===== src/design/dmcfg_pkg.sv =====
package dmcfg_pkg;

  // register offsets
  localparam logic [7:0] DMCFG_ADDR_BIAS_OV   = 8'h51;
  localparam logic [7:0] DMCFG_ADDR_IN_FAULT  = 8'h52;
  localparam logic [7:0] DMCFG_ADDR_CHAN_EN   = 8'h53;
  localparam logic [7:0] DMCFG_ADDR_FILTER    = 8'h54;
  localparam logic [7:0] DMCFG_ADDR_BAT_HIGH  = 8'h56;
  localparam logic [7:0] DMCFG_ADDR_BAT_LOW   = 8'h57;

  // reset values
  localparam logic [7:0] DMCFG_RST_BIAS_OV    = 8'h40;
  localparam logic [7:0] DMCFG_RST_IN_FAULT   = 8'h44;
  localparam logic [7:0] DMCFG_RST_CHAN_EN    = 8'h00;
  localparam logic [7:0] DMCFG_RST_FILTER     = 8'h48;
  localparam logic [7:0] DMCFG_RST_BAT_HIGH   = 8'h00;
  localparam logic [3:0] DMCFG_RST_BAT_LOW    = 4'h0;
  localparam logic [7:0] DMCFG_RD_UNMAPPED    = 8'h00;

  // writable bits; all others are reserved, read as zero
  localparam logic [7:0] DMCFG_WMASK_BIAS_OV  = 8'he0;
  localparam logic [7:0] DMCFG_WMASK_IN_FAULT = 8'hfc;
  localparam logic [7:0] DMCFG_WMASK_CHAN_EN  = 8'hfe;
  localparam logic [7:0] DMCFG_WMASK_FILTER   = 8'h6d;

  // field positions
  localparam int DMCFG_BIAS_OV_LSB    = 5;
  localparam int DMCFG_IN_BIAS_LSB    = 5;
  localparam int DMCFG_IN_OV_LSB      = 2;
  localparam int DMCFG_FORCE_BIT      = 7;
  localparam int DMCFG_EN_LOAD_BIT    = 6;
  localparam int DMCFG_EN_BIAS_BIT    = 5;
  localparam int DMCFG_EN_BAT_BIT     = 4;
  localparam int DMCFG_EN_TEMP_BIT    = 3;
  localparam int DMCFG_EN_SUPPLY_BIT  = 2;
  localparam int DMCFG_EN_AUX_BIT     = 1;
  localparam int DMCFG_SUP_FILT_LSB   = 5;
  localparam int DMCFG_BAT_FILT_LSB   = 2;
  localparam int DMCFG_MERGE_BIT      = 0;

  // channel enable vector order: load, bias, battery, temp, supply, aux
  localparam int DMCFG_NUM_MANUAL     = 4;
  localparam int DMCFG_NUM_CHAN       = 6;

  // margin encoding and limits
  localparam int         DMCFG_MARGIN_STEP_MV = 30;
  localparam logic [2:0] DMCFG_IN_OV_MAX      = 3'h1;

  // result layout
  localparam logic [3:0] DMCFG_BAT_CHAN_ID    = 4'h0;
  localparam int         DMCFG_RESULT_W       = 12;

  typedef enum logic [1:0] {
    DMCFG_FILT_3M5,
    DMCFG_FILT_200K,
    DMCFG_FILT_100K,
    DMCFG_FILT_NONE
  } dmcfg_filt_t;

endpackage


===== src/design/dmcfg_active_if.sv =====
`timescale 1ns/1ps
`default_nettype none
interface dmcfg_active_if;
  import dmcfg_pkg::*;
  logic [DMCFG_NUM_MANUAL-1:0] manualEn;
  logic                        manualOverride;
  logic                        supplyOn;
  logic                        auxOn;
  logic                        shortMerge;

  modport src  (output manualEn, manualOverride, supplyOn, auxOn, shortMerge);
  modport sink (input  manualEn, manualOverride, supplyOn, auxOn, shortMerge);
endinterface
`default_nettype wire


===== src/design/dmcfg_regs.sv =====
`timescale 1ns/1ps
`default_nettype none
module dmcfg_regs (
  input  wire logic                                  clock,
  input  wire logic                                  rstn,
  input  wire logic [7:0]                            regAddr,
  input  wire logic [7:0]                            regWrData,
  input  wire logic                                  regWrEn,
  input  wire logic                                  regRdEn,
  output logic [7:0]                                 regRdData,
  output logic                                       regRdValid,
  input  wire logic                                  inputDiagAny,
  input  wire logic                                  convStart,
  input  wire logic                                  resultValid,
  input  wire logic [dmcfg_pkg::DMCFG_RESULT_W-1:0]  resultData,
  input  wire logic [3:0]                            resultChannel,
  input  wire logic                                  inOvFault,
  input  wire logic                                  inShortBatFault,
  output logic [2:0]                                 biasOvMargin,
  output logic [2:0]                                 inToBiasMargin,
  output logic [2:0]                                 inOvMargin,
  output dmcfg_pkg::dmcfg_filt_t                     supplyFilter,
  output dmcfg_pkg::dmcfg_filt_t                     batFilter,
  output logic [dmcfg_pkg::DMCFG_NUM_CHAN-1:0]       chanEnable,
  output logic                                       ovFaultReport,
  output logic                                       batShortFaultReport
);
  import dmcfg_pkg::*;

  typedef struct packed {
    logic [7:0]                biasOvCfg;
    logic [7:0]                inFaultCfg;
    logic [7:0]                chanEnCfg;
    logic [7:0]                filterCfg;
    logic [2:0]                actBiasOv;
    logic [2:0]                actInBias;
    logic [2:0]                actInOv;
    dmcfg_filt_t               actSupFilt;
    dmcfg_filt_t               actBatFilt;
    logic                      actForce;
    logic [DMCFG_NUM_MANUAL-1:0] actManEn;
    logic                      actSupOn;
    logic                      actAuxOn;
    logic                      actMerge;
    logic [7:0]                batHigh;
    logic [3:0]                batLow;
    logic [7:0]                rdData;
    logic                      rdValid;
    logic [DMCFG_NUM_CHAN-1:0] chanEn;
    logic                      ovRep;
    logic                      batShortRep;
  } dmcfg_state_t;

  localparam dmcfg_state_t DMCFG_STATE_RST = '{
    biasOvCfg:   DMCFG_RST_BIAS_OV,
    inFaultCfg:  DMCFG_RST_IN_FAULT,
    chanEnCfg:   DMCFG_RST_CHAN_EN,
    filterCfg:   DMCFG_RST_FILTER,
    actBiasOv:   DMCFG_RST_BIAS_OV[DMCFG_BIAS_OV_LSB +: 3],
    actInBias:   DMCFG_RST_IN_FAULT[DMCFG_IN_BIAS_LSB +: 3],
    actInOv:     DMCFG_RST_IN_FAULT[DMCFG_IN_OV_LSB +: 3],
    actSupFilt:  dmcfg_filt_t'(DMCFG_RST_FILTER[DMCFG_SUP_FILT_LSB +: 2]),
    actBatFilt:  dmcfg_filt_t'(DMCFG_RST_FILTER[DMCFG_BAT_FILT_LSB +: 2]),
    actForce:    DMCFG_RST_CHAN_EN[DMCFG_FORCE_BIT],
    actManEn:    DMCFG_RST_CHAN_EN[DMCFG_EN_TEMP_BIT +: DMCFG_NUM_MANUAL],
    actSupOn:    DMCFG_RST_CHAN_EN[DMCFG_EN_SUPPLY_BIT],
    actAuxOn:    DMCFG_RST_CHAN_EN[DMCFG_EN_AUX_BIT],
    actMerge:    DMCFG_RST_FILTER[DMCFG_MERGE_BIT],
    batHigh:     DMCFG_RST_BAT_HIGH,
    batLow:      DMCFG_RST_BAT_LOW,
    rdData:      DMCFG_RD_UNMAPPED,
    rdValid:     1'b0,
    chanEn:      '0,
    ovRep:       1'b0,
    batShortRep: 1'b0
  };

  dmcfg_state_t st_r;
  dmcfg_state_t st_nxt;

  logic [DMCFG_NUM_CHAN-1:0] chanEnNxt;
  logic                      ovRepNxt;
  logic                      batShortRepNxt;

  dmcfg_active_if actIf ();

  // reserved bits are forced to their reset value of zero on every write
  function automatic logic [7:0] maskWrite(input logic [7:0] data, input logic [7:0] mask);
    maskWrite = data & mask;
  endfunction

  // illegal input overvoltage codes are clamped so the comparator never sees them
  function automatic logic [2:0] legalInOv(input logic [2:0] code);
    legalInOv = (code > DMCFG_IN_OV_MAX) ? DMCFG_IN_OV_MAX : code;
  endfunction

  function automatic logic [7:0] readReg(input dmcfg_state_t s, input logic [7:0] addr);
    unique case (addr)
      DMCFG_ADDR_BIAS_OV:  readReg = s.biasOvCfg;
      DMCFG_ADDR_IN_FAULT: readReg = s.inFaultCfg;
      DMCFG_ADDR_CHAN_EN:  readReg = s.chanEnCfg;
      DMCFG_ADDR_FILTER:   readReg = s.filterCfg;
      DMCFG_ADDR_BAT_HIGH: readReg = s.batHigh;
      DMCFG_ADDR_BAT_LOW:  readReg = {s.batLow, DMCFG_BAT_CHAN_ID};
      default:             readReg = DMCFG_RD_UNMAPPED;
    endcase
  endfunction

  assign actIf.manualEn       = st_r.actManEn;
  assign actIf.manualOverride = st_r.actForce;
  assign actIf.supplyOn       = st_r.actSupOn;
  assign actIf.auxOn          = st_r.actAuxOn;
  assign actIf.shortMerge     = st_r.actMerge;

  dmcfg_chan_enable u_chan_enable (
    .cfg          (actIf.sink),
    .inputDiagAny (inputDiagAny),
    .chanEnNxt    (chanEnNxt)
  );

  dmcfg_fault_merge u_fault_merge (
    .cfg             (actIf.sink),
    .inOvFault       (inOvFault),
    .inShortBatFault (inShortBatFault),
    .ovRepNxt        (ovRepNxt),
    .batShortRepNxt  (batShortRepNxt)
  );

  always_comb begin
    st_nxt = st_r;

    // host writes; read-only and unmapped offsets are ignored
    if (regWrEn) begin
      unique case (regAddr)
        DMCFG_ADDR_BIAS_OV: begin
          st_nxt.biasOvCfg = maskWrite(regWrData, DMCFG_WMASK_BIAS_OV);
        end
        DMCFG_ADDR_IN_FAULT: begin
          st_nxt.inFaultCfg = maskWrite(regWrData, DMCFG_WMASK_IN_FAULT);
        end
        DMCFG_ADDR_CHAN_EN: begin
          st_nxt.chanEnCfg = maskWrite(regWrData, DMCFG_WMASK_CHAN_EN);
        end
        DMCFG_ADDR_FILTER: begin
          st_nxt.filterCfg = maskWrite(regWrData, DMCFG_WMASK_FILTER);
        end
        default: begin
        end
      endcase
    end

    // read answers one cycle later from the state before this cycle's write
    st_nxt.rdValid = regRdEn;
    if (regRdEn) begin
      st_nxt.rdData = readReg(st_r, regAddr);
    end

    // snapshot only at a conversion start so a running one is never disturbed
    if (convStart) begin
      st_nxt.actBiasOv  = st_r.biasOvCfg[DMCFG_BIAS_OV_LSB +: 3];
      st_nxt.actInBias  = st_r.inFaultCfg[DMCFG_IN_BIAS_LSB +: 3];
      st_nxt.actInOv    = legalInOv(st_r.inFaultCfg[DMCFG_IN_OV_LSB +: 3]);
      st_nxt.actSupFilt = dmcfg_filt_t'(st_r.filterCfg[DMCFG_SUP_FILT_LSB +: 2]);
      st_nxt.actBatFilt = dmcfg_filt_t'(st_r.filterCfg[DMCFG_BAT_FILT_LSB +: 2]);
      st_nxt.actMerge   = st_r.filterCfg[DMCFG_MERGE_BIT];
      st_nxt.actForce   = st_r.chanEnCfg[DMCFG_FORCE_BIT];
      st_nxt.actManEn   = st_r.chanEnCfg[DMCFG_EN_TEMP_BIT +: DMCFG_NUM_MANUAL];
      st_nxt.actSupOn   = st_r.chanEnCfg[DMCFG_EN_SUPPLY_BIT];
      st_nxt.actAuxOn   = st_r.chanEnCfg[DMCFG_EN_AUX_BIT];
    end

    // battery result: both halves land in the same cycle so they never tear
    if (resultValid && (resultChannel == DMCFG_BAT_CHAN_ID)) begin
      st_nxt.batHigh = resultData[DMCFG_RESULT_W-1 -: 8];
      st_nxt.batLow  = resultData[3:0];
    end

    st_nxt.chanEn      = chanEnNxt;
    st_nxt.ovRep       = ovRepNxt;
    st_nxt.batShortRep = batShortRepNxt;
  end

  always_ff @(posedge clock or negedge rstn) begin
    if (!rstn) begin
      st_r <= DMCFG_STATE_RST;
    end else begin
      st_r <= st_nxt;
    end
  end

  assign regRdData           = st_r.rdData;
  assign regRdValid          = st_r.rdValid;
  assign biasOvMargin        = st_r.actBiasOv;
  assign inToBiasMargin      = st_r.actInBias;
  assign inOvMargin          = st_r.actInOv;
  assign supplyFilter        = st_r.actSupFilt;
  assign batFilter           = st_r.actBatFilt;
  assign chanEnable          = st_r.chanEn;
  assign ovFaultReport       = st_r.ovRep;
  assign batShortFaultReport = st_r.batShortRep;

endmodule
`default_nettype wire


===== src/design/dmcfg_chan_enable.sv =====
`timescale 1ns/1ps
`default_nettype none
module dmcfg_chan_enable (
  dmcfg_active_if.sink                          cfg,
  input  wire logic                             inputDiagAny,
  output logic [dmcfg_pkg::DMCFG_NUM_CHAN-1:0]  chanEnNxt
);
  import dmcfg_pkg::*;

  genvar i;
  generate
    for (i = 0; i < DMCFG_NUM_MANUAL; i++) begin : g_man
      // auto mode follows any input diagnostic, manual mode its own bit
      assign chanEnNxt[DMCFG_NUM_CHAN-1-i] = cfg.manualOverride ? cfg.manualEn[DMCFG_NUM_MANUAL-1-i]
                                                                : inputDiagAny;
    end
  endgenerate

  assign chanEnNxt[1] = cfg.supplyOn;
  assign chanEnNxt[0] = cfg.auxOn;
endmodule
`default_nettype wire


===== src/design/dmcfg_fault_merge.sv =====
`timescale 1ns/1ps
`default_nettype none
module dmcfg_fault_merge (
  dmcfg_active_if.sink cfg,
  input  wire logic    inOvFault,
  input  wire logic    inShortBatFault,
  output logic         ovRepNxt,
  output logic         batShortRepNxt
);
  import dmcfg_pkg::*;

  always_comb begin
    if (cfg.shortMerge) begin
      // overvoltage folds into the battery short, nothing left separate
      ovRepNxt       = 1'b0;
      batShortRepNxt = inOvFault | inShortBatFault;
    end else begin
      ovRepNxt       = inOvFault;
      batShortRepNxt = inShortBatFault;
    end
  end
endmodule
`default_nettype wire


===== config.mk =====
export PLATFORM = sky130hd
export DESIGN_NAME = dmcfg_regs
export DESIGN_NICKNAME = d
export VERILOG_FILES = /design/src/design/dmcfg_pkg.sv /design/src/design/dmcfg_active_if.sv /design/src/design/dmcfg_regs.sv /design/src/design/dmcfg_chan_enable.sv /design/src/design/dmcfg_fault_merge.sv
export SDC_FILE = /design/constraint.sdc
export NUM_CORES = 1
export LEC_CHECK = 0
export ABC_AREA = 1
export BUFFER_PORTS_ARGS = -buffer_cell sky130_fd_sc_hd__buf_2
export CAP_MARGIN = 10
export CELL_PAD_IN_SITES_DETAIL_PLACEMENT = 0
export CELL_PAD_IN_SITES_GLOBAL_PLACEMENT = 1
export CORE_MARGIN = 2
export CORE_UTILIZATION = 41
export DETAILED_ROUTE_END_ITERATION = 8
export GPL_TIMING_DRIVEN = 0
export PLACE_DENSITY_LB_ADDON = 0.12
export REMOVE_ABC_BUFFERS = 1
export SLEW_MARGIN = 20
export SYNTH_ARGS = -nofsm -noshare
export SYNTH_HDL_FRONTEND = slang
export SYNTH_HIERARCHICAL = 1
export SYNTH_SLANG_ARGS = --single-unit

===== constraint.sdc =====
create_clock -name clock -period 1.1 [get_ports clock]
set_input_delay 0.165 -clock clock [delete_from_list [all_inputs] [get_ports clock]]
set_output_delay 0.165 -clock clock [all_outputs]
set_load 0.1 [all_outputs]

==> results of run 1 <==
## where the power goes
part	switching (mW)	internal, mW	total [mW]
Sequential	0.130	2.82	2.95
Clock	1.00	1.28	2.28
Combinational	0.682	0.355	1.04
## state kept, by name (all words and copies together), names as in the netlist, 2 cells and up
| register | flops |
|---|---|
| chanEnable | 6 |
| actIf.manualEn | 4 |
| inOvMargin | 3 |
| regRdData | 8 |
| inToBiasMargin | 3 |
| batFilter | 2 |
| st_r | 33 |
| biasOvMargin | 3 |
| supplyFilter | 2 |
## cell usage in the layout, fill, tap and decap left out, types with 2 or more instances in the layout
| cell type | netlist | final |
|---|---|---|
| nand2_1 | 98 | 93 |
| mux2_2 | 15 | 15 |
| buf_2 | 7 | 39 |
| buf_4 | 29 | 10 |
| nand3_1 | 39 | 39 |
| dfstp_2 | 10 | 10 |
| buf_8 | 0 | 8 |
| nand2_4 | 0 | 2 |
| buf_12 | 0 | 20 |
| bufinv_16 | 0 | 2 |
| dfrtp_1 | 61 | 61 |
| a21oi_1 | 5 | 5 |
| buf_6 | 3 | 2 |
| nor2_4 | 2 | 5 |
| o21ai_2 | 6 | 6 |
| nor2_1 | 19 | 19 |
| o21ai_1 | 13 | 13 |
| clkbuf_8 | 0 | 9 |
| inv_1 | 23 | 21 |
| clkinvlp_4 | 0 | 3 |
| dlygate4sd3_1 | 0 | 2 |
| inv_2 | 4 | 6 |
| nand2_2 | 5 | 9 |
| o21ai_0 | 6 | 6 |
## worst max-delay path by stage
stage	from	end	slack, ns	depth (start not counted)
after floorplan	regAddr[7]	st_r[60]	-0.22	8
after global placement	regAddr[7]	st_r[55]	-0.60	9
after detailed placement	regAddr[7]	st_r[55]	-0.61	9
after CTS	biasOvMargin[1]	biasOvMargin[1]	-0.17	1
after global routing	supplyFilter[1]	supplyFilter[1]	-0.18	1
final	biasOvMargin[1]	biasOvMargin[1]	-0.15	1
## logic make-up (layout without fill, tap and decap cells)
logic type | count (synthesis) | after routing | share of synthesized area (%)
AND/OR/NAND/NOR | 170 | 172 | 23.0
multiplexers | 15 | 15 | 5.13
flip-flops | 71 | 71 | 54.3
AO/OA/AOI/OAI | 31 | 31 | 5.51
buffers and inverters | 68 | 125 | 12.0
## metal layers
| layer | vias to the layer above | share of wire, % | global-route usage, % |
|---|---|---|---|
| li1 | 1218 | - | - |
| met1 | 1163 | 46 | 23.5 |
| met2 | 54 | 48 | 29.7 |
| met3 | 14 | 3.7 | 3.71 |
| met4 | 0 | 2.2 | 7.13 |
| met5 | - | 0 | 0 |
## area by class of cell
type / count / area [um2]
fillers: 747 / 3500
flip-flops and latches: 71 / 1790
multi-input cells: 218 / 1170
repair buffers: 82 / 861
well taps: 102 / 128
clock buffers: 9 / 124
inverters: 27 / 101
clock inverters: 7 / 96.3
## what timing repair did
action,CTS,global route
setup endpoints to repair,71,54
hold buffers,2,0
setup buffers,7,2
gates cloned,1,1
resized for setup,101,21
endpoints found under the hold margin,23,0
pin swaps,3,4
## worst min-delay path, cell delays in order
cell	delay, ns
buf_2	0.09
nand2_1	0.04
nand2_1	0.05
## through the flow
step / worst slack [ns] / power (mW) / instance area (um2)
floorplan: -0.222 / 3.55 / 3000
global placement: -0.603 / 3.83 / 3480
detailed placement: -0.607 / 3.86 / 3510
CTS: -0.167 / 6.31 / 4170
global route: -0.178 / 6.56 / 4270
finish: -0.150 / 6.27 / 4270
==> flow_summary.toml, run 1 <==
[logic_synthesis]
syn_inst = 355
ys_seq_elements = 71
synth_most_common_cell = "nand2_1"
synth_top_area_cell = "dfrtp_1"
seq_area_frac_synth_pct = 54.3
yosys_warnings = 6
synth_top_area_share_pct = 46.4
ys_top_cells_by_count = "nand2_1 (98), dfrtp_1 (61), nand3_1 (39), buf_4 (29), inv_1 (23)"
syn_area_per_cell_um2 = 9.28
netlist_area_um2 = 3290
ys.flop_type = "dfrtp_1"
synth_edf_count = 0
synthDistinctLibCells = 23
synth_area_leaders = "dfrtp_1 (46%), nand2_1 (11%), dfstp_2 (8.0%)"
ys_async_sr_fraction_pct = 100

[status]
violations = "negative setup slack"
outcome = "finished with violations"

[power_and_ir_drop]
ir_worst_vdd_mv = 0.753
p_leak_nw = 2.12
power_density_nw_per_um2 = 1470

[routing]
vias = 2449
drt_first_iter_violations = 77
firstDrtPassIters = 4
via_per_inst = 4.75
ant_nets = 0
wl_per_cell_um = 13.7
drc = 0
totalWireLength_um = 7050

[timing]
fin_crit_ns = 1.25
rsz0062_at_grt = "true"
maxSlewViolCount = 0
holdWs_ns = 0.0241
tightest_slew_ns = 0.526
finalWorstSetupSlack_ns = -0.150
clock.fmax_ghz = 0.800
final.period_utilization_pct = 114
tns_ns = -0.767
hold_viol = 0
setup_violations = 15
relSlewSlack_pct = 64.9
fin_skew_ns = 0.00717

[finish]
drive_gt1_share_pct = 37.2
synthToLayoutAreaGrowth_pct = 29.7
antenna_cells = 0
final_nets = 450
post-route-util_pct = 55.0
instances_no_fill = 516

[setup_path]
slowest_stage = "dfstp_2"
reg2reg_from = "st_r[80]"
r2r_cells = 4
crit_chain = "buf_12"
critPathArrivalTime_ns = 1.08
reg2reg_slack_ns = 0.14
cp.buffers_inverters = 1
critPathRequiredTime_ns = 0.94
path_delay_family = "flip-flops"
critPathCaptureType = "output port"
critPathMaxFanout = 2
max_stage_delay_ns = 0.56
critPathLaunchType = "flip-flop"
worst-setup-path-type = "reg -> out"
reg2reg_to = "regRdData[6]"

[cts]
cts_tree = "yes"
cts_made_buffers = 9
numClockSinks = 71
ctsHtreeMaxLevel = 3
cts_max_path_buffers = 2
clockRootBuffer = "clkbuf_8"
clk_pin_slew_ns = 0.08
insertion_delay_ns = 0.34

[die]
die_h_um = 93.6
core_um2 = 7770
initial_core_util_pct = 42.4
die_w_um = 93.6
num_rows = 32
boundaryPins = 71
dieArea_um2 = 8760

[worst_hold_path]
hold_path_end = "batShortFaultReport"
hp-class = "in -> reg"
min_path_cells = 3
min_from = "inOvFault"

[grt]
antenna_found_initial = 0
grt_use_total_pct = 18.1
grt_pass1_vias = 2515
grt_pass1_wl_um = 12100
grt_max_degree = 50
gr-total-overflow = 0

[place]
place_inst = 487
routabilityCongestion = 0.776
hpwl_um = 4900
port_buffers = 70

[job]
maxCapViolations = 0
Note: power is estimated with default switching activity, not from simulation.
==> run 2: changes to the inputs <==
--- a/config.mk
+++ b/config.mk
@@ -11,13 +11,12 @@
 export CELL_PAD_IN_SITES_DETAIL_PLACEMENT = 0
 export CELL_PAD_IN_SITES_GLOBAL_PLACEMENT = 1
 export CORE_MARGIN = 2
-export CORE_UTILIZATION = 41
+export CORE_UTILIZATION = 40
 export DETAILED_ROUTE_END_ITERATION = 8
 export GPL_TIMING_DRIVEN = 0
-export PLACE_DENSITY_LB_ADDON = 0.12
+export PLACE_DENSITY = 0.79
 export REMOVE_ABC_BUFFERS = 1
 export SLEW_MARGIN = 20
 export SYNTH_ARGS = -nofsm -noshare
 export SYNTH_HDL_FRONTEND = slang
-export SYNTH_HIERARCHICAL = 1
 export SYNTH_SLANG_ARGS = --single-unit
==> constraint.sdc (replaced) <==
create_clock -name clock -period 1.43 [get_ports clock]
set_input_delay 0.2145 -clock clock [delete_from_list [all_inputs] [get_ports clock]]
set_output_delay 0.2145 -clock clock [all_outputs]
set_load 0.1 [all_outputs]
==> flow_summary.toml, run 2 <==
[status]
outcome = "finished clean"

[setup_path]
critPathRequiredTime_ns = 1.22
cp.buffers_inverters = 1
critPathLaunchType = "flip-flop"
slowest_stage = "buf_2"
r2r_cells = 2
path_delay_family = "buffers and inverters"
max_stage_delay_ns = 0.44
critPathMaxFanout = 2
worst-setup-path-type = "reg -> out"
critPathCaptureType = "output port"
reg2reg_slack_ns = 0.47
critPathArrivalTime_ns = 1.16
reg2reg_to = "inOvMargin[0]"
reg2reg_from = "st_r[69]"
crit_chain = "buf_2"

[finish]
final_nets = 433
synthToLayoutAreaGrowth_pct = 16.1
fillers = 770
antenna_cells = 0
drive_gt1_share_pct = 29.2
largest_reg_flops = 33
mostFrequentLayoutCell = "nand2_1"
layout_common_cells = "nand2_1 (86), buf_2 (64), dfrtp_1 (61)"
stdcell_area_um2 = 3680
post-route-util_pct = 47.7
top_register = "st_r"

[timing]
finalWorstSetupSlack_ns = 0.0509
hold_viol = 0
relSlewSlack_pct = 57.7
final.period_utilization_pct = 96.4
fin_skew_ns = 0.00947
rsz0062_at_grt = "false"
maxSlewViolCount = 0
clock.fmax_ghz = 0.725
setup_violations = 0
tightest_slew_ns = 0.634
fin_crit_ns = 1.38

[grt]
gr-total-overflow = 0
grt_use_total_pct = 16.5
grt_max_degree = 42
grt_pass1_vias = 2355
antenna_found_initial = 0
grt_pass1_wl_um = 11000

[cts]
cts_tree = "yes"
numClockSinks = 71
cts_max_path_buffers = 2
insertion_delay_ns = 0.34
cts_made_buffers = 9
ctsHtreeMaxLevel = 3
clockRootBuffer = "clkbuf_8"
clk_pin_slew_ns = 0.07
cts_setup_buffers = 0

[logic_synthesis]
synth_top_area_share_pct = 48.1
seq_area_frac_synth_pct = 56.4
ys_seq_elements = 71
synth_edf_count = 0
netlist_area_um2 = 3170
syn_inst = 346
synthDistinctLibCells = 22
ys_top_cells_by_count = "nand2_1 (86), dfrtp_1 (61), nand3_1 (40), o21ai_0 (32), inv_1 (29)"
synth_most_common_cell = "nand2_1"
ys_async_sr_fraction_pct = 100
ys.flop_type = "dfrtp_1"
yosys_warnings = 0
synth_area_leaders = "dfrtp_1 (48%), nand2_1 (10%), dfstp_2 (8.3%)"
synth_top_area_cell = "dfrtp_1"
syn_area_per_cell_um2 = 9.17

[power_and_ir_drop]
ir_worst_vdd_mv = 0.617
power_density_nw_per_um2 = 1270
p_leak_nw = 1.90

[worst_hold_path]
min_from = "inShortBatFault"
hp-class = "in -> reg"
hold_path_end = "batShortFaultReport"
min_path_cells = 2

[die]
die_h_um = 93.1
core_um2 = 7730
boundaryPins = 71
die_w_um = 93.1
initial_core_util_pct = 41.1
dieArea_um2 = 8660
num_rows = 32

[routing]
drt_first_iter_violations = 110
via_per_inst = 4.77
vias = 2379
drc = 0
wl_per_cell_um = 13.1
ant_nets = 0
totalWireLength_um = 6550
firstDrtPassIters = 4

[place]
hpwl_um = 4700
routabilityCongestion = 0.815
place_area_um2 = 3420
port_buffers = 70
pre_cts_ws_ns = -1.01

[job]
maxCapViolations = 0
-- run 2: cell count changes after synthesis, moves of 3 or more --
cell	previous run	this run
o21ai_0	6	32
o21ai_1	13	0
nand2_1	98	86
inv_1	23	29
o21ai_2	6	0
nand2_2	5	0
inv_2	4	0
mux2_2	15	11
clkbuf_1	2	5
-- run 2: metrics by stage --
step	total power [mW]	TNS (ns)	cells	hold slack, ns
6_report	4.68	0	499	0.0703
5_1_grt	4.91	0	499	0.0718
4_1_cts	4.73	0	499	0.0620
3_5_place_dp	2.93	-21.00	481	0.173
3_3_place_gp	2.91	-33.21	480	0.359
2_1_floorplan	2.70	-4.55	308	-0.0811
-- run 2: kinds of logic after synthesis --
logic type / after synthesis / share of synthesized area (%)
simple gates: 155 / 21.2
flops: 71 / 56.4
buf+inv: 67 / 11.5
compound gates: 42 / 6.94
mux: 11 / 3.90
-- run 2: report_power, final --
| group | switching, mW | total (mW) | internal [mW] |
|---|---|---|---|
| Combinational | 0.501 | 0.659 | 0.158 |
| Clock | 0.704 | 1.78 | 1.08 |
| Sequential | 0.0739 | 2.24 | 2.17 |
| Total | 1.28 | 4.68 | 3.40 |
-- run 2: routing by layer --
layer | GRT usage, % | wire length (um)
met5 | 0 | 0
met4 | 4.17 | 41
met3 | 5.72 | 427
met2 | 25.2 | 2960
met1 | 22.7 | 3120
-- run 2: repair_timing --
action,CTS,global route
setup endpoints to repair,34,8
gates resized for setup,7,1
pin swaps,1,1
gates cloned,1,0
hold endpoints to repair,28,0
hold buffers,1,0
-- run 2: worst max path at each step --
| stage | from | to | slack (ns) | cells past startpoint |
|---|---|---|---|---|
| after floorplan | regAddr[5] | st_r[59] | -0.32 | 6 |
| after global placement | regAddr[5] | st_r[59] | -0.98 | 7 |
| after detailed placement | regAddr[5] | st_r[59] | -1.01 | 7 |
| after CTS | biasOvMargin[1] | biasOvMargin[1] | 0.04 | 1 |
| after global routing | regAddr[5] | st_r[55] | 0.002 | 8 |
| final | regRdData[4] | regRdData[4] | 0.05 | 1 |
-- run 2: area by class of cell --
type	instances	area [um2]	share of cell area [%]
clock buffer	13	159	4.31
clock inverter	3	65.1	1.77
multi-input combinational	209	1040	28.2
tap	102	128	3.46
timing repair buffer	72	395	10.7
sequential	71	1790	48.6
inverter	29	109	2.95
==> run 3: changes to the inputs <==
--- a/config.mk
+++ b/config.mk
@@ -15,7 +15,6 @@
 export DETAILED_ROUTE_END_ITERATION = 8
 export GPL_TIMING_DRIVEN = 0
 export PLACE_DENSITY = 0.79
-export REMOVE_ABC_BUFFERS = 1
 export SLEW_MARGIN = 20
 export SYNTH_ARGS = -nofsm -noshare
 export SYNTH_HDL_FRONTEND = slang
==> flow_summary.toml, run 3 (synthesized netlist as in run 2, its figures left out) <==
[setup_path]
r2r_cells = 4
critPathMaxFanout = 2
critPathCaptureType = "output port"
critPathArrivalTime_ns = 1.17
worst-setup-path-type = "reg -> out"
critPathLaunchType = "flip-flop"
critPathRequiredTime_ns = 1.22

[power_and_ir_drop]
pwr-share-clk_pct = 33.0
p_int_mw = 3.12
p_seq_share_pct = 50.4
combPwrFrac_pct = 16.6
p_leak_nw = 2.06
power_density_nw_per_um2 = 1120
p_total_mw = 4.46
swShare_pct = 29.9
p_sw_mw = 1.34
ir_worst_vdd_mv = 0.436

[routing]
vias = 2493
drc = 0
via_per_inst = 4.66
ant_nets = 0
wl_per_cell_um = 12.8
drt_first_iter_violations = 98
totalWireLength_um = 6830
firstDrtPassIters = 4

[timing]
setup_violations = 0
tns_ns = 0
final.period_utilization_pct = 96.5
relSlewSlack_pct = 59.4
maxSlewViolCount = 0
fin_crit_ns = 1.38
fin_skew_ns = 0.00771
clock.fmax_ghz = 0.725
hold_viol = 0
tightest_slew_ns = 0.604
rsz0062_at_grt = "false"

[finish]
antenna_cells = 0
mostFrequentLayoutCell = "nand2_1"
largest_reg_flops = 33
stdcell_area_um2 = 3980
top_register = "st_r"
synthToLayoutAreaGrowth_pct = 25.3
layout_common_cells = "nand2_1 (86), dfrtp_1 (61), buf_2 (47)"
drive_gt1_share_pct = 33.7
final_nets = 469

[die]
dieArea_um2 = 8660
core_um2 = 7730
initial_core_util_pct = 41.1
die_h_um = 93.1
num_rows = 32
die_w_um = 93.1
boundaryPins = 71

[place]
hpwl_um = 5230
port_buffers = 68
routabilityCongestion = 0.790
place_area_um2 = 3670

[cts]
ctsHtreeMaxLevel = 3
cts_setup_buffers = 0
cts_max_path_buffers = 2
clk_pin_slew_ns = 0.08
cts_tree = "yes"
insertion_delay_ns = 0.34
clockRootBuffer = "clkbuf_8"
cts_made_buffers = 9
numClockSinks = 71

[grt]
grt_max_degree = 50
antenna_found_initial = 0
grt_pass1_vias = 2341
grt_use_total_pct = 17.1
gr-total-overflow = 0
grt_pass1_wl_um = 11300

[job]
maxCapViolations = 0

[worst_hold_path]
min_path_cells = 2
hp-class = "in -> reg"

[logic_synthesis]
synth_fp_nets = 387

[status]
outcome = "finished clean"
-- run 3: cell count changes in the layout (fill, tap and decap cells not counted), sizes merged --
cell / change
buf: +27
nor2: -1
clkbuf: +8
clkinvlp: +2
bufinv: -2
inv: +1
dlygate4sd3: +1
-- run 3: stage by stage --
step / hold WS [ns] / instances / setup slack, ns / util, %
3_3_place_gp: 0.345 / 516 / -0.201 / 47.1
4_1_cts: 0.0457 / 535 / 0.00509 / 51.1
5_1_grt: 0.0542 / 535 / 0.000322 / 51.5
3_5_place_dp: 0.138 / 517 / -0.116 / 47.5
6_report: 0.0616 / 535 / 0.0498 / 51.5
2_1_floorplan: -0.0811 / 346 / 0.264 / -
-- run 3: power by group through the flow --
stage / clock (mW) / sequential [mW] / combinational [mW]
final: 1.47 / 2.25 / 0.741
after global placement: 0 / 2.28 / 0.683
after global routing: 1.61 / 2.27 / 0.801
after floorplan: 0 / 2.29 / 0.484
after CTS: 1.53 / 2.25 / 0.737
after detailed placement: 0 / 2.28 / 0.708
-- run 3: worst paths after layout --
path / from / to / slack, ns
min: inShortBatFault / batShortFaultReport / 0.06
min in group asynchronous: rstn / st_r[71] / 0.31
max in group asynchronous: rstn / batFilter[1] / 0.52
max reg2reg: st_r[80] / regRdData[6] / 0.44
max: biasOvMargin[1] / biasOvMargin[1] / 0.05
min reg2reg: actIf.supplyOn / chanEnable[1] / 0.38
-- run 3: layer usage --
metal | share of wire, % | track usage [%] | vias up
li1 | - | - | 1253
met1 | 46 | 22.4 | 1180
met2 | 49 | 27.2 | 54
met3 | 4.4 | 4.03 | 6
met4 | 1.4 | 7.48 | 0
met5 | 0 | 0 | -
-- run 3: final cells by class --
class | instances | area, um2
buffer | 38 | 259
clock buffer | 12 | 155
clock inverter | 4 | 28.8
fill | 741 | 3750
inverter | 29 | 109
multi-input combinational | 208 | 1020
sequential | 71 | 1790
tap | 102 | 128
timing repair buffer | 71 | 490
-- run 3: critical path, stage by stage, from the launching register on --
cell     delay [ns]
dfstp_2        0.53
buf_4          0.11
buf_8          0.19
-- run 3: repair_timing --
action                                  CTS  global route
endpoints found under the setup margin   21            10
hold buffers                              2             0
hold endpoints to repair                 21             0
gates resized for setup                  26            11
